==> src/mdcc_pkg.sv <==
// shared constants, register map and types of the duplex and collision control
package mdcc_pkg;

    // ------------------------------------------------------------------
    // timing
    // ------------------------------------------------------------------
    localparam int unsigned CLK_PERIOD_NS = 50;
    // one slot is 512 bit times at 10 Mb/s
    localparam int unsigned SLOT_TIME_NS = 51200;
    localparam int unsigned SLOT_CYCLES =
        (SLOT_TIME_NS + CLK_PERIOD_NS - 1) / CLK_PERIOD_NS;
    localparam logic [6:0] LATE_BYTES = 7'h40;
    localparam logic [3:0] RETRY_LIMIT = 4'hf;
    localparam logic [3:0] BACKOFF_LIMIT = 4'ha;
    localparam logic [15:0] LFSR_SEED = 16'hace1;
    localparam logic [15:0] LFSR_TAPS = 16'hb400;

    // ------------------------------------------------------------------
    // register map (byte addresses) and bit positions
    // ------------------------------------------------------------------
    localparam logic [4:0] ADDR_CTRL_ONE = 5'h00;
    localparam logic [4:0] ADDR_MAC_CTRL_THREE = 5'h04;
    localparam logic [4:0] ADDR_PHY_CTRL_ONE = 5'h08;
    localparam logic [4:0] ADDR_STATUS = 5'h0c;
    localparam logic [4:0] ADDR_IRQ_FLAGS = 5'h10;
    localparam logic [4:0] ADDR_IRQ_CLEAR = 5'h14;
    localparam logic [4:0] ADDR_IRQ_ENABLE = 5'h18;
    localparam logic [4:0] ADDR_RETRY_COUNT = 5'h1c;

    localparam int unsigned BIT_TX_REQUEST = 3;
    localparam int unsigned BIT_RX_ENABLE = 2;
    localparam int unsigned BIT_MAC_DUPLEX = 0;
    localparam int unsigned BIT_PHY_DUPLEX = 8;
    localparam int unsigned BIT_TX_ABORTED = 1;
    localparam int unsigned BIT_MODE_MISMATCH = 3;
    localparam int unsigned BIT_MODE_FULL = 5;
    localparam int unsigned BIT_IRQ_TX_ERROR = 1;
    localparam int unsigned BIT_IRQ_TX_DONE = 3;
    localparam logic [7:0] IRQ_IMPL_MASK = 8'h0a;

    // ------------------------------------------------------------------
    // types
    // ------------------------------------------------------------------
    typedef enum logic [3:0] {
        ST_IDLE = 4'h1,
        ST_DEFER = 4'h2,
        ST_XMIT = 4'h4,
        ST_BACKOFF = 4'h8
    } mdcc_state_t;

    typedef struct packed {
        logic read;
        logic write;
        logic [4:0] address;
        logic [31:0] writedata;
        logic [3:0] byteenable;
    } mdcc_avl_req_t;

    typedef struct packed {
        logic [31:0] readdata;
        logic waitrequest;
    } mdcc_avl_rsp_t;

    typedef struct packed {
        mdcc_state_t st;
        logic [1:0] crs_sync;
        logic [1:0] col_sync;
        logic tx_request;
        logic rx_enable;
        logic mac_duplex;
        logic phy_duplex;
        logic tx_aborted;
        logic [7:0] irq_flags;
        logic [7:0] irq_enable;
        logic [3:0] retries;
        logic [6:0] bytes;
        logic [9:0] slots;
        logic [15:0] slot_cnt;
        logic [15:0] lfsr;
        logic ack;
        logic [31:0] rdata;
        logic restart;
    } mdcc_regs_t;

endpackage

==> src/mdcc_top.sv <==
// duplex selection and half-duplex medium access control with its registers
// ------------------------------------------------------------------
// Overview of operation
// - duplex mode comes only from software bits, never from negotiation.
// - with both the mac and phy duplex bits clear the block is half duplex.
// - with both the mac and phy duplex bits set the block is full duplex.
// - disagreeing duplex bits give undefined behaviour (run as half duplex).
// - in half duplex a request waits for a quiet medium, then transmits.
// - an early collision keeps the transmit request set and raises no error.
// - an early collision starts a truncated binary exponential backoff.
// - after backoff the same frame restarts from its first byte.
// - a collision after 15 retries drops the frame and clears the request.
// - a transmit-aborted flag tells an abandoned frame from a sent one.
// - a collision after 64 bytes aborts the frame at once without retry.
// - in full duplex collisions and carrier are ignored.
// ------------------------------------------------------------------
module mdcc_top
    import mdcc_pkg::*;
#(
    parameter int unsigned SLOT_CYCLES_P = SLOT_CYCLES
) (
    input wire logic clock,
    input wire logic rst_b,
    input wire logic ce,
    input wire mdcc_avl_req_t avl_req,
    output mdcc_avl_rsp_t avl_rsp,
    input wire logic carrier_sense_pin,
    input wire logic collision_pin,
    input wire logic tx_byte_sent,
    input wire logic tx_frame_done,
    output logic tx_en,
    output logic tx_restart,
    output logic full_duplex_mode,
    output logic phy_duplex_out,
    output logic rx_enable_out,
    output logic irq
);

    // ------------------------------------------------------------------
    // parameter check
    // ------------------------------------------------------------------
    generate
        if (SLOT_CYCLES_P < 1 || SLOT_CYCLES_P > 65536) begin : g_bad
            $error("slot cycle count out of range");
        end
    endgenerate

    localparam logic [15:0] SLOT_LAST = 16'(SLOT_CYCLES_P - 1);

    mdcc_regs_t s_q;
    mdcc_regs_t s_d;

    logic full;
    logic busy;
    logic coll;
    logic bus_req;
    logic wr_take;
    logic [31:0] rd_value;
    logic [7:0] wlo;

    // mismatched bits fall back to half duplex behaviour
    assign full = s_q.mac_duplex & s_q.phy_duplex;
    // the medium is only watched in half duplex
    assign busy = ~full & s_q.crs_sync[1];
    assign coll = ~full & s_q.col_sync[1];
    assign bus_req = avl_req.read | avl_req.write;
    assign wr_take = avl_req.write & s_q.ack;
    assign wlo = avl_req.writedata[7:0];

    // ------------------------------------------------------------------
    // helpers
    // ------------------------------------------------------------------
    function automatic logic [9:0] backoff_mask(input logic [3:0] n);
        logic [3:0] k;
        logic [10:0] m;
        k = (n > BACKOFF_LIMIT) ? BACKOFF_LIMIT : n;
        m = (11'h001 << k) - 11'h001;
        return m[9:0];
    endfunction

    always_comb begin
        rd_value = 32'h0000_0000;
        unique case (avl_req.address)
            ADDR_CTRL_ONE: begin
                rd_value[BIT_TX_REQUEST] = s_q.tx_request;
                rd_value[BIT_RX_ENABLE] = s_q.rx_enable;
            end
            ADDR_MAC_CTRL_THREE: rd_value[BIT_MAC_DUPLEX] = s_q.mac_duplex;
            ADDR_PHY_CTRL_ONE: rd_value[BIT_PHY_DUPLEX] = s_q.phy_duplex;
            ADDR_STATUS: begin
                rd_value[BIT_TX_ABORTED] = s_q.tx_aborted;
                rd_value[BIT_MODE_MISMATCH] = s_q.mac_duplex ^ s_q.phy_duplex;
                rd_value[BIT_MODE_FULL] = full;
            end
            ADDR_IRQ_FLAGS: rd_value[7:0] = s_q.irq_flags;
            ADDR_IRQ_ENABLE: rd_value[7:0] = s_q.irq_enable;
            ADDR_RETRY_COUNT: rd_value[3:0] = s_q.retries;
            default: rd_value = 32'h0000_0000;
        endcase
    end

    // ------------------------------------------------------------------
    // next state
    // ------------------------------------------------------------------
    always_comb begin
        s_d = s_q;
        s_d.crs_sync = {s_q.crs_sync[0], carrier_sense_pin};
        s_d.col_sync = {s_q.col_sync[0], collision_pin};
        s_d.lfsr = {s_q.lfsr[14:0], ^(s_q.lfsr & LFSR_TAPS)};
        s_d.restart = 1'b0;
        s_d.ack = 1'b0;

        // one wait cycle on every access keeps read data registered
        if (bus_req && !s_q.ack) begin
            s_d.ack = 1'b1;
            s_d.rdata = rd_value;
        end
        if (wr_take) begin
            unique case (avl_req.address)
                ADDR_CTRL_ONE: if (avl_req.byteenable[0]) begin
                    s_d.tx_request = wlo[BIT_TX_REQUEST];
                    s_d.rx_enable = wlo[BIT_RX_ENABLE];
                    if (wlo[BIT_TX_REQUEST]) begin
                        s_d.tx_aborted = 1'b0;
                    end
                end
                ADDR_MAC_CTRL_THREE: if (avl_req.byteenable[0]) begin
                    s_d.mac_duplex = wlo[BIT_MAC_DUPLEX];
                end
                ADDR_PHY_CTRL_ONE: if (avl_req.byteenable[1]) begin
                    s_d.phy_duplex = avl_req.writedata[BIT_PHY_DUPLEX];
                end
                ADDR_IRQ_CLEAR: if (avl_req.byteenable[0]) begin
                    s_d.irq_flags = s_q.irq_flags & ~wlo;
                end
                ADDR_IRQ_ENABLE: if (avl_req.byteenable[0]) begin
                    s_d.irq_enable = wlo & IRQ_IMPL_MASK;
                end
                default: s_d.irq_enable = s_d.irq_enable;
            endcase
        end

        // engine comes after the bus so hardware sets win over clears
        unique case (s_q.st)
            ST_IDLE: begin
                if (s_q.tx_request) begin
                    s_d.retries = 4'h0;
                    s_d.st = ST_DEFER;
                end
            end
            ST_DEFER: begin
                if (!s_q.tx_request) begin
                    s_d.st = ST_IDLE;
                end else if (!busy) begin
                    s_d.st = ST_XMIT;
                    s_d.restart = 1'b1;
                    s_d.bytes = 7'h00;
                end
            end
            ST_XMIT: begin
                if (tx_byte_sent && s_q.bytes != LATE_BYTES) begin
                    s_d.bytes = s_q.bytes + 7'h01;
                end
                if (coll) begin
                    if (s_q.bytes == LATE_BYTES ||
                        s_q.retries == RETRY_LIMIT) begin
                        s_d.tx_request = 1'b0;
                        s_d.tx_aborted = 1'b1;
                        s_d.irq_flags[BIT_IRQ_TX_ERROR] = 1'b1;
                        s_d.st = ST_IDLE;
                    end else begin
                        // request stays set, no error flag
                        s_d.retries = s_q.retries + 4'h1;
                        s_d.slots = s_q.lfsr[9:0] &
                            backoff_mask(s_q.retries + 4'h1);
                        s_d.slot_cnt = 16'h0000;
                        s_d.st = ST_BACKOFF;
                    end
                end else if (tx_frame_done) begin
                    s_d.tx_request = 1'b0;
                    s_d.irq_flags[BIT_IRQ_TX_DONE] = 1'b1;
                    s_d.st = ST_IDLE;
                end
            end
            ST_BACKOFF: begin
                if (s_q.slots == 10'h000) begin
                    s_d.st = ST_DEFER;
                end else if (s_q.slot_cnt == SLOT_LAST) begin
                    s_d.slot_cnt = 16'h0000;
                    s_d.slots = s_q.slots - 10'h001;
                end else begin
                    s_d.slot_cnt = s_q.slot_cnt + 16'h0001;
                end
            end
        endcase
    end

    // ------------------------------------------------------------------
    // state register
    // ------------------------------------------------------------------
    always_ff @(posedge clock or negedge rst_b) begin
        if (!rst_b) begin
            s_q <= '0;
            s_q.st <= ST_IDLE;
            s_q.lfsr <= LFSR_SEED;
        end else if (ce) begin
            s_q <= s_d;
        end
    end

    // ------------------------------------------------------------------
    // outputs
    // ------------------------------------------------------------------
    assign avl_rsp.readdata = s_q.rdata;
    assign avl_rsp.waitrequest = bus_req & ~s_q.ack;
    assign tx_en = (s_q.st == ST_XMIT);
    assign tx_restart = s_q.restart;
    assign full_duplex_mode = full;
    assign phy_duplex_out = s_q.phy_duplex;
    assign rx_enable_out = s_q.rx_enable;
    assign irq = |(s_q.irq_flags & s_q.irq_enable);

    logic early_col;
    logic late_col;
    assign early_col = (s_q.st == ST_XMIT) && coll &&
        s_q.bytes != LATE_BYTES && s_q.retries != RETRY_LIMIT;
    assign late_col = (s_q.st == ST_XMIT) && coll && s_q.bytes == LATE_BYTES;
endmodule

==> config.mk <==
export PLATFORM = sky130hd
export DESIGN_NAME = mdcc_top
export DESIGN_NICKNAME = d
export VERILOG_FILES = /design/src/mdcc_pkg.sv /design/src/mdcc_top.sv
export SDC_FILE = /design/constraint.sdc
export NUM_CORES = 1
export LEC_CHECK = 0
export BUFFER_PORTS_ARGS = -buffer_cell sky130_fd_sc_hd__buf_2
export CELL_PAD_IN_SITES_DETAIL_PLACEMENT = 0
export CELL_PAD_IN_SITES_GLOBAL_PLACEMENT = 1
export CORE_MARGIN = 2
export CORE_UTILIZATION = 40
export CTS_CLUSTER_SIZE = 40
export DETAILED_ROUTE_END_ITERATION = 7
export GPL_ROUTABILITY_DRIVEN = 0
export PLACE_DENSITY = 0.87
export SLEW_MARGIN = 10
export SYNTH_ARGS = -nofsm -noshare
export SYNTH_HDL_FRONTEND = slang
export SYNTH_SLANG_ARGS = --single-unit
==> constraint.sdc <==
create_clock -name clock -period 4.2 [get_ports clock]
set_input_delay 0.63 -clock clock [delete_from_list [all_inputs] [get_ports clock]]
set_output_delay 0.63 -clock clock [all_outputs]
set_load 0.02 [all_outputs]
After elaboration in Yosys (flattened, before gate mapping). Cells that the tools add are included.

Bits in registers: 87. Output and inout bits: 39. Logic and storage cells: 149.

$add $sub $neg: 5. $lt $le $gt $ge: 1. Eq/ne operators: 26. Shift operators: 1. Mux-type cells: 62. Bitwise logic cells: 13. Reduce and logical (&&, ||, !) cells: 22.

Operator list (number): $mux 26 (3); $mux 4 (13); $pmux 26 s2 (1); $mux 33 (1); $mux 1 (25); $mux 21 (1); $mux 7 (3); $eq 5x5->1 const B (4); $reduce_and 4->1 (5); $reduce_and 5->1 (4); $sub 10x1->10 const B (2); $add 16x1->16 const B (1); $eq 16x10->1 const B (1); $mux 16 (1); $mux 8 (2); $pmux 4 s4 (1); $reduce_xor 16->1 (1); $ne 2x2->1 const B (7); $pmux 7 s2 (1); $and 10x10->10 (1); $eq 5x4->1 const B (2); $logic_not 10->1 (1); $mux 10 (1); $shl 1x4->10 const A (1); 34 further kinds (47).

Longest topological paths before layout. Gate-level depths: netlist of the first run.

Depth in word-level cells: 9. Depth in mapped cells: 11. Depth with buffers taken out: 10.

Least setup slack after synthesis of the first run. OpenSTA, ideal clock, no wires.

Path kind: flip-flop to flip-flop. Start: register s_q[84] (netlist bit). End: register s_q[72] (netlist bit). Library setup time: 96 ps. Data arrival time: 2157 ps. Path slack: 1948 ps. Stages on the path, launching flop included: 12. Buffers on the path: 2. Cells stage by stage: dfrtp_1 > clkbuf_1 > inv_1 > ha_1 > clkbuf_1 > nand3_1 > ha_1 > inv_1 > nand4_1 > nor3_1 > nor4_1 > o31ai_1.

Cells in the longest elaborated chain, start to end: 9. Elaborated cells on any way between the ends: 13.

Ends and longest elaborated chain: start, declared (RTL line mdcc_top.sv:50) `mdcc_regs_t s_q;`; $add 4x1->4 (RTL line mdcc_top.sv:175) `backoff_mask(s_q.retries + 4'h1);`; $gt 4x4->1 (RTL line mdcc_top.sv:76) `k = (n > BACKOFF_LIMIT) ? BACKOFF_LIMIT : n;`; $mux 4 (RTL line mdcc_top.sv:76); $shl 1x4->10 (RTL line mdcc_top.sv:77) `m = (11'h001 << k) - 11'h001;`; $sub 10x1->10 (RTL line mdcc_top.sv:77); $and 10x10->10 (RTL line mdcc_top.sv:174) `s_d.slots = s_q.lfsr[9:0] &`; $mux 26 (RTL line mdcc_top.sv:165) `if (s_q.bytes == LATE_BYTES ||`; $mux 26 (RTL line mdcc_top.sv:164) `if (coll) begin`; $pmux 26 s2 (RTL line mdcc_top.sv:144) `unique case (s_q.st)`.

Parallel ways exist; a longest one is shown, timed or not. The select of a mux whose other input is x is not followed. A chain may end at the register's enable or synchronous reset.

Final worst setup path of the first run.
Start: register s_q[113] (netlist bit). End: register s_q[73] (netlist bit).

Cells in the longest elaborated chain, start to end: 3. Elaborated cells on any way between the ends: 9.

Ends and longest elaborated chain (RTL line): $eq 4x4->1 or $eq 4x3->1 (tied branches) (mdcc_top.sv:144); $ne 2x2->1 (no line), or another cell as far along; $reduce_and 6->1 (no line).

Parallel ways exist; a longest one is shown, timed or not.

==> results.cfg, run 1 <==
[status]
status = finished clean

[synth]
synth_edf_count = 0
yosysTopAreaCellShare_pct = 39.4
synth-seq-cells = 87
synth_warnings = 0
synthesis.area_sq_um = 4950
synthArstFlopShare_pct = 100
ys_seq_area_share_pct = 44.2
synth-main-ff-cell = dfrtp_1
post_synth_num_cell_types = 62
yosysTopAreaCell = dfrtp_1
synth.avg_cell_area_sq_um = 9.34
synth_cells = 530
ys_top_cells_by_area = dfrtp_1, mux2_2, buf_4

[setup_path]
path_max_fanout = 23
worst_setup_path_end_kind = flop
critical_path_class = flop to flop
cp.arrival_ns = 3.22
path_delay_family = compound AO/OA/AOI/OAI gates
path_buf_inv = 0
crit_path_start_kind = flop
crit_slowest_cell = or4b_1
cpPeakStageDelay_ns = 0.95
crit_required_ns = 4.42
crit_chain = or4b_1 -> a31oi_4 -> a2bb2o_1 -> nand2_1 -> o32a_1

[clock_tree]
numCtsBuffers = 9
htree_num_levels = 3
clk_pin_slew_ns = 0.06
cts_tree = built
clk_path_buf_depth = 2
postCtsResizedCells = 0
root_buffer = clkbuf_16
post_cts_buffers = 0
hold_buffers = 0
insertion_delay_ns = 0.34
cts.sink_count = 87

[layout]
area_growth_pct = 9.65
fin_area_sq_um = 5430
final.fill_count = 1151
drive_gt1_share_pct = 18.0
fin_nets = 609
antenna_cells = 0

[global_routing]
grtUsageTotal_pct = 16.3
grt_pass1_vias = 3618
grt_pass1_wl_um = 17400
grt_overflow = 0
grt_antenna_before_repair = 0
grt_max_degree = 67

[pwr]
p_sw_share_pct = 32.5
p_clk_share_pct = 28.4
p_int_uw = 1830
power_frac_seq_pct = 45.9
power_uw = 2710
power.share.combinational_pct = 25.7
ir_drop_mv = 0.245
p_per_area_nw_per_um2 = 499
leakage_uw = 0.00239
p_sw_uw = 881

[job]
cap_violations = 0

[timing]
maxSlewHeadroom_pct = 42.0
fmax_mhz = 334
finalMaxSlewViolations = 0
period_share_pct = 71.3
tns_ns = 0
fin_crit_ns = 2.99
rsz0062_at_grt = no
skew_ns = 0.00633
worst_hold_slack_ns = 0.389
hold_violations = 0
setup_slack_ns = 1.21
setup_violations = 0
worstMarginPinSlew_ns = 0.870

[route]
drtAntennaViolNets = 0
drc = 0
viasPerCell = 5.39
drt_iter0_markers = 373
routed-via-count = 3902
first_pass_iters = 4
wl_per_cell_um = 14.1
routed_wl_um = 10200

[die]
start_util_pct = 41.1
ioPinCount = 89
fp.coreArea_sq_um = 12100
dieWidth_um = 115
die_area_sq_um = 13300
die_y_um = 115
row_count = 40

[place]
dpl_cell_area_sq_um = 5140
dp_hpwl_um = 7210
dp_slack_ns = 1.25
io_buffers = 40

[hold_path]
hold_class = input pin to asynchronous set/reset pin
## final cells by class
class	instances	area (sq um)	area share (%)
multi-input combinational	381	2400	44.2
sequential	87	2190	40.3
timing repair buffer	46	248	4.56
clock buffer	12	236	4.35
tap	168	210	3.87
inverter	26	97.6	1.80
clock inverter	4	48.8	0.899
## cells in the mapped netlist, drive strengths merged, types with 10 or more instances
library cell and instances:
dfrtp 78, nand2 46, buf 40, o21ai 36, nor2 35, inv 26
a21oi 25, mux2 24, nand3 24, clkbuf 18, nor3 16, nor4 15
xnor2 12, a22o 10
## per-stage QoR
step	std cells	utilization [%]
after floorplan	552	-
after global placement	708	42.7
after detailed placement	708	42.7
after CTS	724	45.0
after global routing	724	45.0
final	724	45.0
## registers in the layout, indices dropped and copies added, names as in the netlist
signal and cells:
s_q 58, phy_duplex_out 1, s_d 17, tx_restart 1, rx_enable_out 1, avl_rsp 9
## worst paths after layout
check                                        from  depth (start not counted)                endpoint  slack [ns]
hold / removal                              rst_b                          1     s_q[54]$_DFFE_PN0P_        0.39
min in group clock         tx_restart$_DFFE_PN0P_                          1  tx_restart$_DFFE_PN0P_        0.47
hold reg to reg            tx_restart$_DFFE_PN0P_                          1  tx_restart$_DFFE_PN0P_        0.47
max in group asynchronous                   rst_b                          2  avl_rsp[8]$_DFFE_PN0P_        2.96
setup / recovery             s_q[113]$_DFFE_PN0P_                          5     s_q[73]$_DFFE_PN0P_        1.21
setup reg to reg             s_q[113]$_DFFE_PN0P_                          5     s_q[73]$_DFFE_PN0P_        1.21
## metal layers
metal / GRT usage, % / share of wire [%] / vias to the layer above
met5: 0 / 0 / -
met4: 6.67 / 2.2 / 0
met3: 3.16 / 5.0 / 15
met2: 25.8 / 44 / 110
met1: 22.1 / 49 / 1868
li1: - / - / 1909
## power groups by stage
| stage | logic (uW) | clock network, uW | registers, uW |
|---|---|---|---|
| 2_1_floorplan | 572 | 0 | 1190 |
| 3_3_place_gp | 672 | 0 | 1250 |
| 3_5_place_dp | 694 | 0 | 1260 |
| 4_1_cts | 698 | 792 | 1240 |
| 5_1_grt | 779 | 833 | 1280 |
| 6_report | 697 | 769 | 1240 |
## cells in the final DEF (no fill, tap or decap), types with 4 or more instances in the layout
master / synthesis / layout
nor3_1: 16 / 16
dfstp_2: 9 / 9
dfrtp_1: 78 / 78
a21o_1: 7 / 7
nor4_1: 15 / 15
buf_4: 33 / 7
and3_1: 5 / 5
o22ai_1: 4 / 4
conb_1: 1 / 23
mux2_2: 24 / 24
nor2_1: 35 / 35
a31oi_1: 8 / 8
xnor2_1: 12 / 12
nand3_1: 24 / 24
nand2_1: 46 / 46
nor3b_1: 5 / 5
o21ai_0: 36 / 36
a21oi_1: 24 / 24
nand4_1: 6 / 6
o31ai_1: 5 / 5
clkbuf_16: 0 / 9
o2bb2ai_1: 5 / 5
buf_2: 5 / 39
inv_1: 26 / 26
or4_1: 5 / 5
a21boi_0: 7 / 7
a22o_1: 10 / 10
ha_1: 8 / 8
## cell families (layout without fill, tap and decap cells)
family | Yosys count | in the layout | share of synthesized area (%)
and+or+nand+nor | 180 | 180 | 18.5
AOI/OAI and AO/OA | 130 | 130 | 17.8
DFF | 87 | 87 | 44.2
buffers and inverters | 84 | 88 | 8.99
muxes | 27 | 27 | 6.06
xor gates and xnor gates | 13 | 13 | 2.30
adders and majority gates | 8 | 8 | 2.02
other | 1 | 23 | 0.0757
No activity file was read; power rests on OpenSTA's default activity.
==> run 2: changes to the inputs <==
--- a/config.mk
+++ b/config.mk
@@ -9,11 +9,11 @@
 export CELL_PAD_IN_SITES_DETAIL_PLACEMENT = 0
 export CELL_PAD_IN_SITES_GLOBAL_PLACEMENT = 1
 export CORE_MARGIN = 2
-export CORE_UTILIZATION = 40
+export CORE_UTILIZATION = 39
 export CTS_CLUSTER_SIZE = 40
 export DETAILED_ROUTE_END_ITERATION = 7
 export GPL_ROUTABILITY_DRIVEN = 0
-export PLACE_DENSITY = 0.87
+export PLACE_DENSITY = 0.88
 export SLEW_MARGIN = 10
 export SYNTH_ARGS = -nofsm -noshare
 export SYNTH_HDL_FRONTEND = slang
==> constraint.sdc (replaced) <==
create_clock -name clock -period 2.5 [get_ports clock]
set_input_delay 0.375 -clock clock [delete_from_list [all_inputs] [get_ports clock]]
set_output_delay 0.375 -clock clock [all_outputs]
set_load 0.02 [all_outputs]
==> results.cfg, run 2 (synthesis gave the netlist of run 1 again) <==
[job]
cap_violations = 0

[route]
wl_per_cell_um = 14.7
wl_met1_um = 5320
first_pass_iters = 8
drt_iter0_markers = 390
top_layer = met4
viasPerCell = 5.31
dr_wl_met3_um = 539
drtAntennaViolNets = 0
routed-via-count = 3993
drc = 0
routed_wl_um = 11100
wl_met2_um = 5010

[layout]
drive_gt1_share_pct = 21.6
area_growth_pct = 13.9
fin_util_pct = 45.1
regMostFlops = s_q
largest_reg_flops = 58
fin_nets = 633
fin_cells = 752
layout_common_cells = dfrtp_1, nand2_1, buf_2, o21ai_0, nor2_1
final_common_cell = dfrtp_1
antenna_cells = 0

[pwr]
ir_drop_mv = 0.381
p_per_area_nw_per_um2 = 836
leakage_uw = 0.00251

[clock_tree]
root_buffer = clkbuf_16
postCtsResizedCells = 0
insertion_delay_ns = 0.33
cts_tree = built
htree_num_levels = 3
clk_pin_slew_ns = 0.06
post_cts_buffers = 0
cts.sink_count = 87
hold_buffers = 0
clk_path_buf_depth = 2
numCtsBuffers = 9

[place]
dp.cells = 736
io_buffers = 40
dp_slack_ns = 0.197
dp_hpwl_um = 7900

[timing]
fin_crit_ns = 2.32
maxSlewHeadroom_pct = 42.3
finalMaxSlewViolations = 0
hold_violations = 0
tns_ns = 0
setup_slack_ns = 0.184
setup_violations = 0
period_share_pct = 92.7
fmax_mhz = 432
worstMarginPinSlew_ns = 0.854
skew_ns = 0.00513
rsz0062_at_grt = no

[die]
die_area_sq_um = 13600
dieWidth_um = 117
ioPinCount = 89
start_util_pct = 39.6
row_count = 41
fp.coreArea_sq_um = 12500
die_y_um = 117

[setup_path]
critical_path_class = flop to flop
crit_path_start_kind = flop
startpoint = s_q[79]$_DFFE_PN0P_
cp.arrival_ns = 2.53
crit_required_ns = 2.72
r2r-start = s_q[79]$_DFFE_PN0P_
worst_setup_path_end_kind = flop
path_max_fanout = 8

[global_routing]
grt_antenna_before_repair = 0
grt_pass1_wl_um = 18300
grt_max_degree = 50
grtUsageTotal_pct = 16.8
grt_overflow = 0
grt_pass1_vias = 3754

[status]
status = finished clean

[hold_path]
hold_class = input pin to asynchronous set/reset pin
## run 2: cell types whose count changed in the layout (fill, tap and decap cells not counted)
cell / previous run / this run
buf_4: 7 / 30
ha_2: 0 / 1
clkbuf_8: 0 / 1
clkinv_2: 2 / 1
buf_12: 0 / 1
ha_1: 8 / 7
## run 2: area by class of cell
class / instances / area (sq um)
tap: 172 / 215
inverter: 26 / 97.6
timing repair buffer: 70 / 440
multi-input combinational: 381 / 2400
sequential: 87 / 2190
clock inverter: 3 / 43.8
fill: 1208 / 6880
clock buffer: 13 / 250
## run 2: worst paths after layout
kind	end	slack [ns]	cells after the start
worst max-delay path	s_q[56]$_DFFE_PN0P_	0.18	5
worst max register to register	s_q[56]$_DFFE_PN0P_	0.18	5
worst min register to register	avl_rsp[8]$_DFFE_PN0P_	0.47	2
min in group clock	s_q[102]$_DFFE_PN0P_	0.22	2
max in group asynchronous	s_q[82]$_DFFE_PN0P_	1.85	2
worst min-delay path	s_q[62]$_DFFE_PN0P_	0.02	1
## run 2: per-layer routing
| layer | vias to the layer above | track usage [%] |
|---|---|---|
| li1 | 1952 | - |
| met5 | - | 0 |
| met1 | 1898 | 22.8 |
| met2 | 125 | 27.2 |
| met4 | 0 | 6.35 |
| met3 | 18 | 2.70 |
## run 2: stage by stage
step | power, uW | instance area [sq um] | hold slack, ns
CTS | 4750 | 5640 | 0.0321
detailed placement | 3390 | 5340 | 0.392
finish | 4710 | 5640 | 0.0150
global placement | 3320 | 5340 | 0.382
floorplan | 2960 | 5030 | 0.0794
global route | 5020 | 5640 | 0.0445
## run 2: critical path: stages (launching register included)
cell       delay [ns]
dfrtp_1          0.42
or4_1            0.62
o211ai_2         0.25
a2bb2oi_2        0.40
nor2_1           0.26
a22o_1           0.25
## run 2: report_power, final
part	internal, uW	switching (uW)	leakage (uW)
Combinational	610	711	0.00125
Clock	803	527	0.000144
Sequential	1770	294	0.00112
==> run 3: changes to the inputs <==
--- a/config.mk
+++ b/config.mk
@@ -14,7 +14,6 @@
 export DETAILED_ROUTE_END_ITERATION = 7
 export GPL_ROUTABILITY_DRIVEN = 0
 export PLACE_DENSITY = 0.88
-export SLEW_MARGIN = 10
 export SYNTH_ARGS = -nofsm -noshare
 export SYNTH_HDL_FRONTEND = slang
 export SYNTH_SLANG_ARGS = --single-unit
==> constraint.sdc (replaced) <==
create_clock -name clock -period 2.04 [get_ports clock]
set_input_delay 0.306 -clock clock [delete_from_list [all_inputs] [get_ports clock]]
set_output_delay 0.306 -clock clock [all_outputs]
set_load 0.02 [all_outputs]
==> results.cfg, run 3 (synthesis gave the netlist of run 1 again) <==
[route]
routed-via-count = 4317
first_pass_iters = 5
drc = 0
drt_iter0_markers = 313
wl_per_cell_um = 15.5
drtAntennaViolNets = 0
routed_wl_um = 12400
viasPerCell = 5.40

[layout]
fin_cells = 799
multiInputGateArea_sq_um = 2720
final.fill_count = 1102
largest_reg_flops = 58
layout_common_cells = dfrtp_1, buf_4, nand2_1, buf_2, nor2_1
antenna_cells = 0
regMostFlops = s_q
drive_gt1_share_pct = 33.5
fin_nets = 680
area_growth_pct = 28.7
final_common_cell = dfrtp_1
register_area_sq_um = 2190

[setup_path]
path_max_fanout = 6
critical_path_class = flop to flop
crit_required_ns = 2.27
worst_setup_path_end_kind = flop
crit_path_start_kind = flop
cp.arrival_ns = 2.33

[pwr]
power.share.combinational_pct = 33.2
power_frac_seq_pct = 40.0
leakage_uw = 0.00283
p_sw_share_pct = 33.9
p_sw_uw = 2120
power_uw = 6260
p_per_area_nw_per_um2 = 982
ir_drop_mv = 0.459
p_clk_share_pct = 26.8
p_int_uw = 4140

[die]
die_area_sq_um = 13600
ioPinCount = 89
row_count = 41
dieWidth_um = 117
fp.coreArea_sq_um = 12500
start_util_pct = 39.6
die_y_um = 117

[clock_tree]
root_buffer = clkbuf_16
cts.sink_count = 87
htree_num_levels = 3
cts_tree = built
clk_pin_slew_ns = 0.07
numCtsBuffers = 9
insertion_delay_ns = 0.34
clk_path_buf_depth = 2

[timing]
worstMarginPinSlew_ns = 0.544
setup_slack_ns = -0.0637
fmax_mhz = 475
hold_violations = 0
rsz0062_at_grt = yes
worst_hold_slack_ns = 0.147
setup_violations = 19
fin_crit_ns = 2.10
tns_ns = -0.810
skew_ns = 0.00650
period_share_pct = 103
finalMaxSlewViolations = 0
maxSlewHeadroom_pct = 63.5

[place]
dp.cells = 774
io_buffers = 40
dp_hpwl_um = 8520
dp_slack_ns = -0.212

[global_routing]
grt_overflow = 0
grt_pass1_wl_um = 19400
grtUsageTotal_pct = 18.0
grt_max_degree = 49
grt_pass1_vias = 4069
grt_antenna_before_repair = 0

[status]
status = finished with violations
violations = setup timing

[job]
cap_violations = 0

[hold_path]
hold_class = input pin to flop
==> run 3: per-stage QoR <==
| step | cell area, sq um | util, % |
|---|---|---|
| floorplan | 5060 | - |
| global placement | 5660 | 45.2 |
| detailed placement | 5660 | 45.2 |
| CTS | 6180 | 49.4 |
| global route | 6370 | 50.9 |
| finish | 6370 | 50.9 |
==> run 3: path summary, 6_finish.rpt <==
kind	startpoint	slack, ns	cells after the start	endpoint
max in group asynchronous	rst_b	1.05	3	s_q[49]$_DFFE_PN1P_
min in group asynchronous	rst_b	0.37	2	s_q[60]$_DFFE_PN0P_
worst min register to register	avl_rsp[7]$_DFFE_PN0P_	0.47	2	avl_rsp[7]$_DFFE_PN0P_
worst min-delay path	avl_req[9]	0.15	2	s_q[100]$_DFFE_PN0P_
worst max-delay path	s_q[114]$_DFFE_PN0P_	-0.06	6	s_q[57]$_DFFE_PN0P_
worst max register to register	s_q[114]$_DFFE_PN0P_	-0.06	6	s_q[57]$_DFFE_PN0P_
==> run 3: worst max-delay path, cell delays in order (launching register included) <==
cell      delay [ns]
dfrtp_1         0.39
or4b_4          0.60
a31oi_4         0.32
a2bb2o_4        0.25
buf_8           0.13
o21ai_0         0.07
a22o_1          0.23
==> run 3: repair_timing <==
item | CTS | global route
hold buffers | 1 | 0
buffers inserted | 4 | 2
pin swaps | 13 | 12
endpoints found under the hold margin | 14 | 0
setup endpoints to repair | 26 | 29
gates cloned | 1 | 1
gates resized for setup | 33 | 35
==> run 3: cell type report <==
| class | instances | area share, % |
|---|---|---|
| timing repair buffer | 116 | 13.3 |
| clock inverter | 7 | 1.24 |
| clock buffer | 9 | 3.53 |
| sequential | 87 | 34.3 |
| multi-input combinational | 382 | 42.7 |
| tap | 172 | 3.38 |
| inverter | 26 | 1.53 |
==> run 3: power by group through the flow <==
stage / logic (uW) / registers [uW] / clock network [uW]
global route: 2290 / 2550 / 1790
floorplan: 1190 / 2470 / 0
detailed placement: 1890 / 2490 / 0
finish: 2080 / 2500 / 1680
CTS: 2000 / 2480 / 1710
global placement: 1830 / 2470 / 0
==> run 3: routing by layer <==
metal | part of all wire [%] | vias up | GRT usage, % | wire [um]
met4 | 2.9 | 0 | 7.92 | 361
met3 | 4.8 | 34 | 3.43 | 592
met2 | 50 | 146 | 31.3 | 6150
met1 | 43 | 2085 | 21.8 | 5260
met5 | 0 | - | 0 | 0
li1 | - | 2052 | - | -
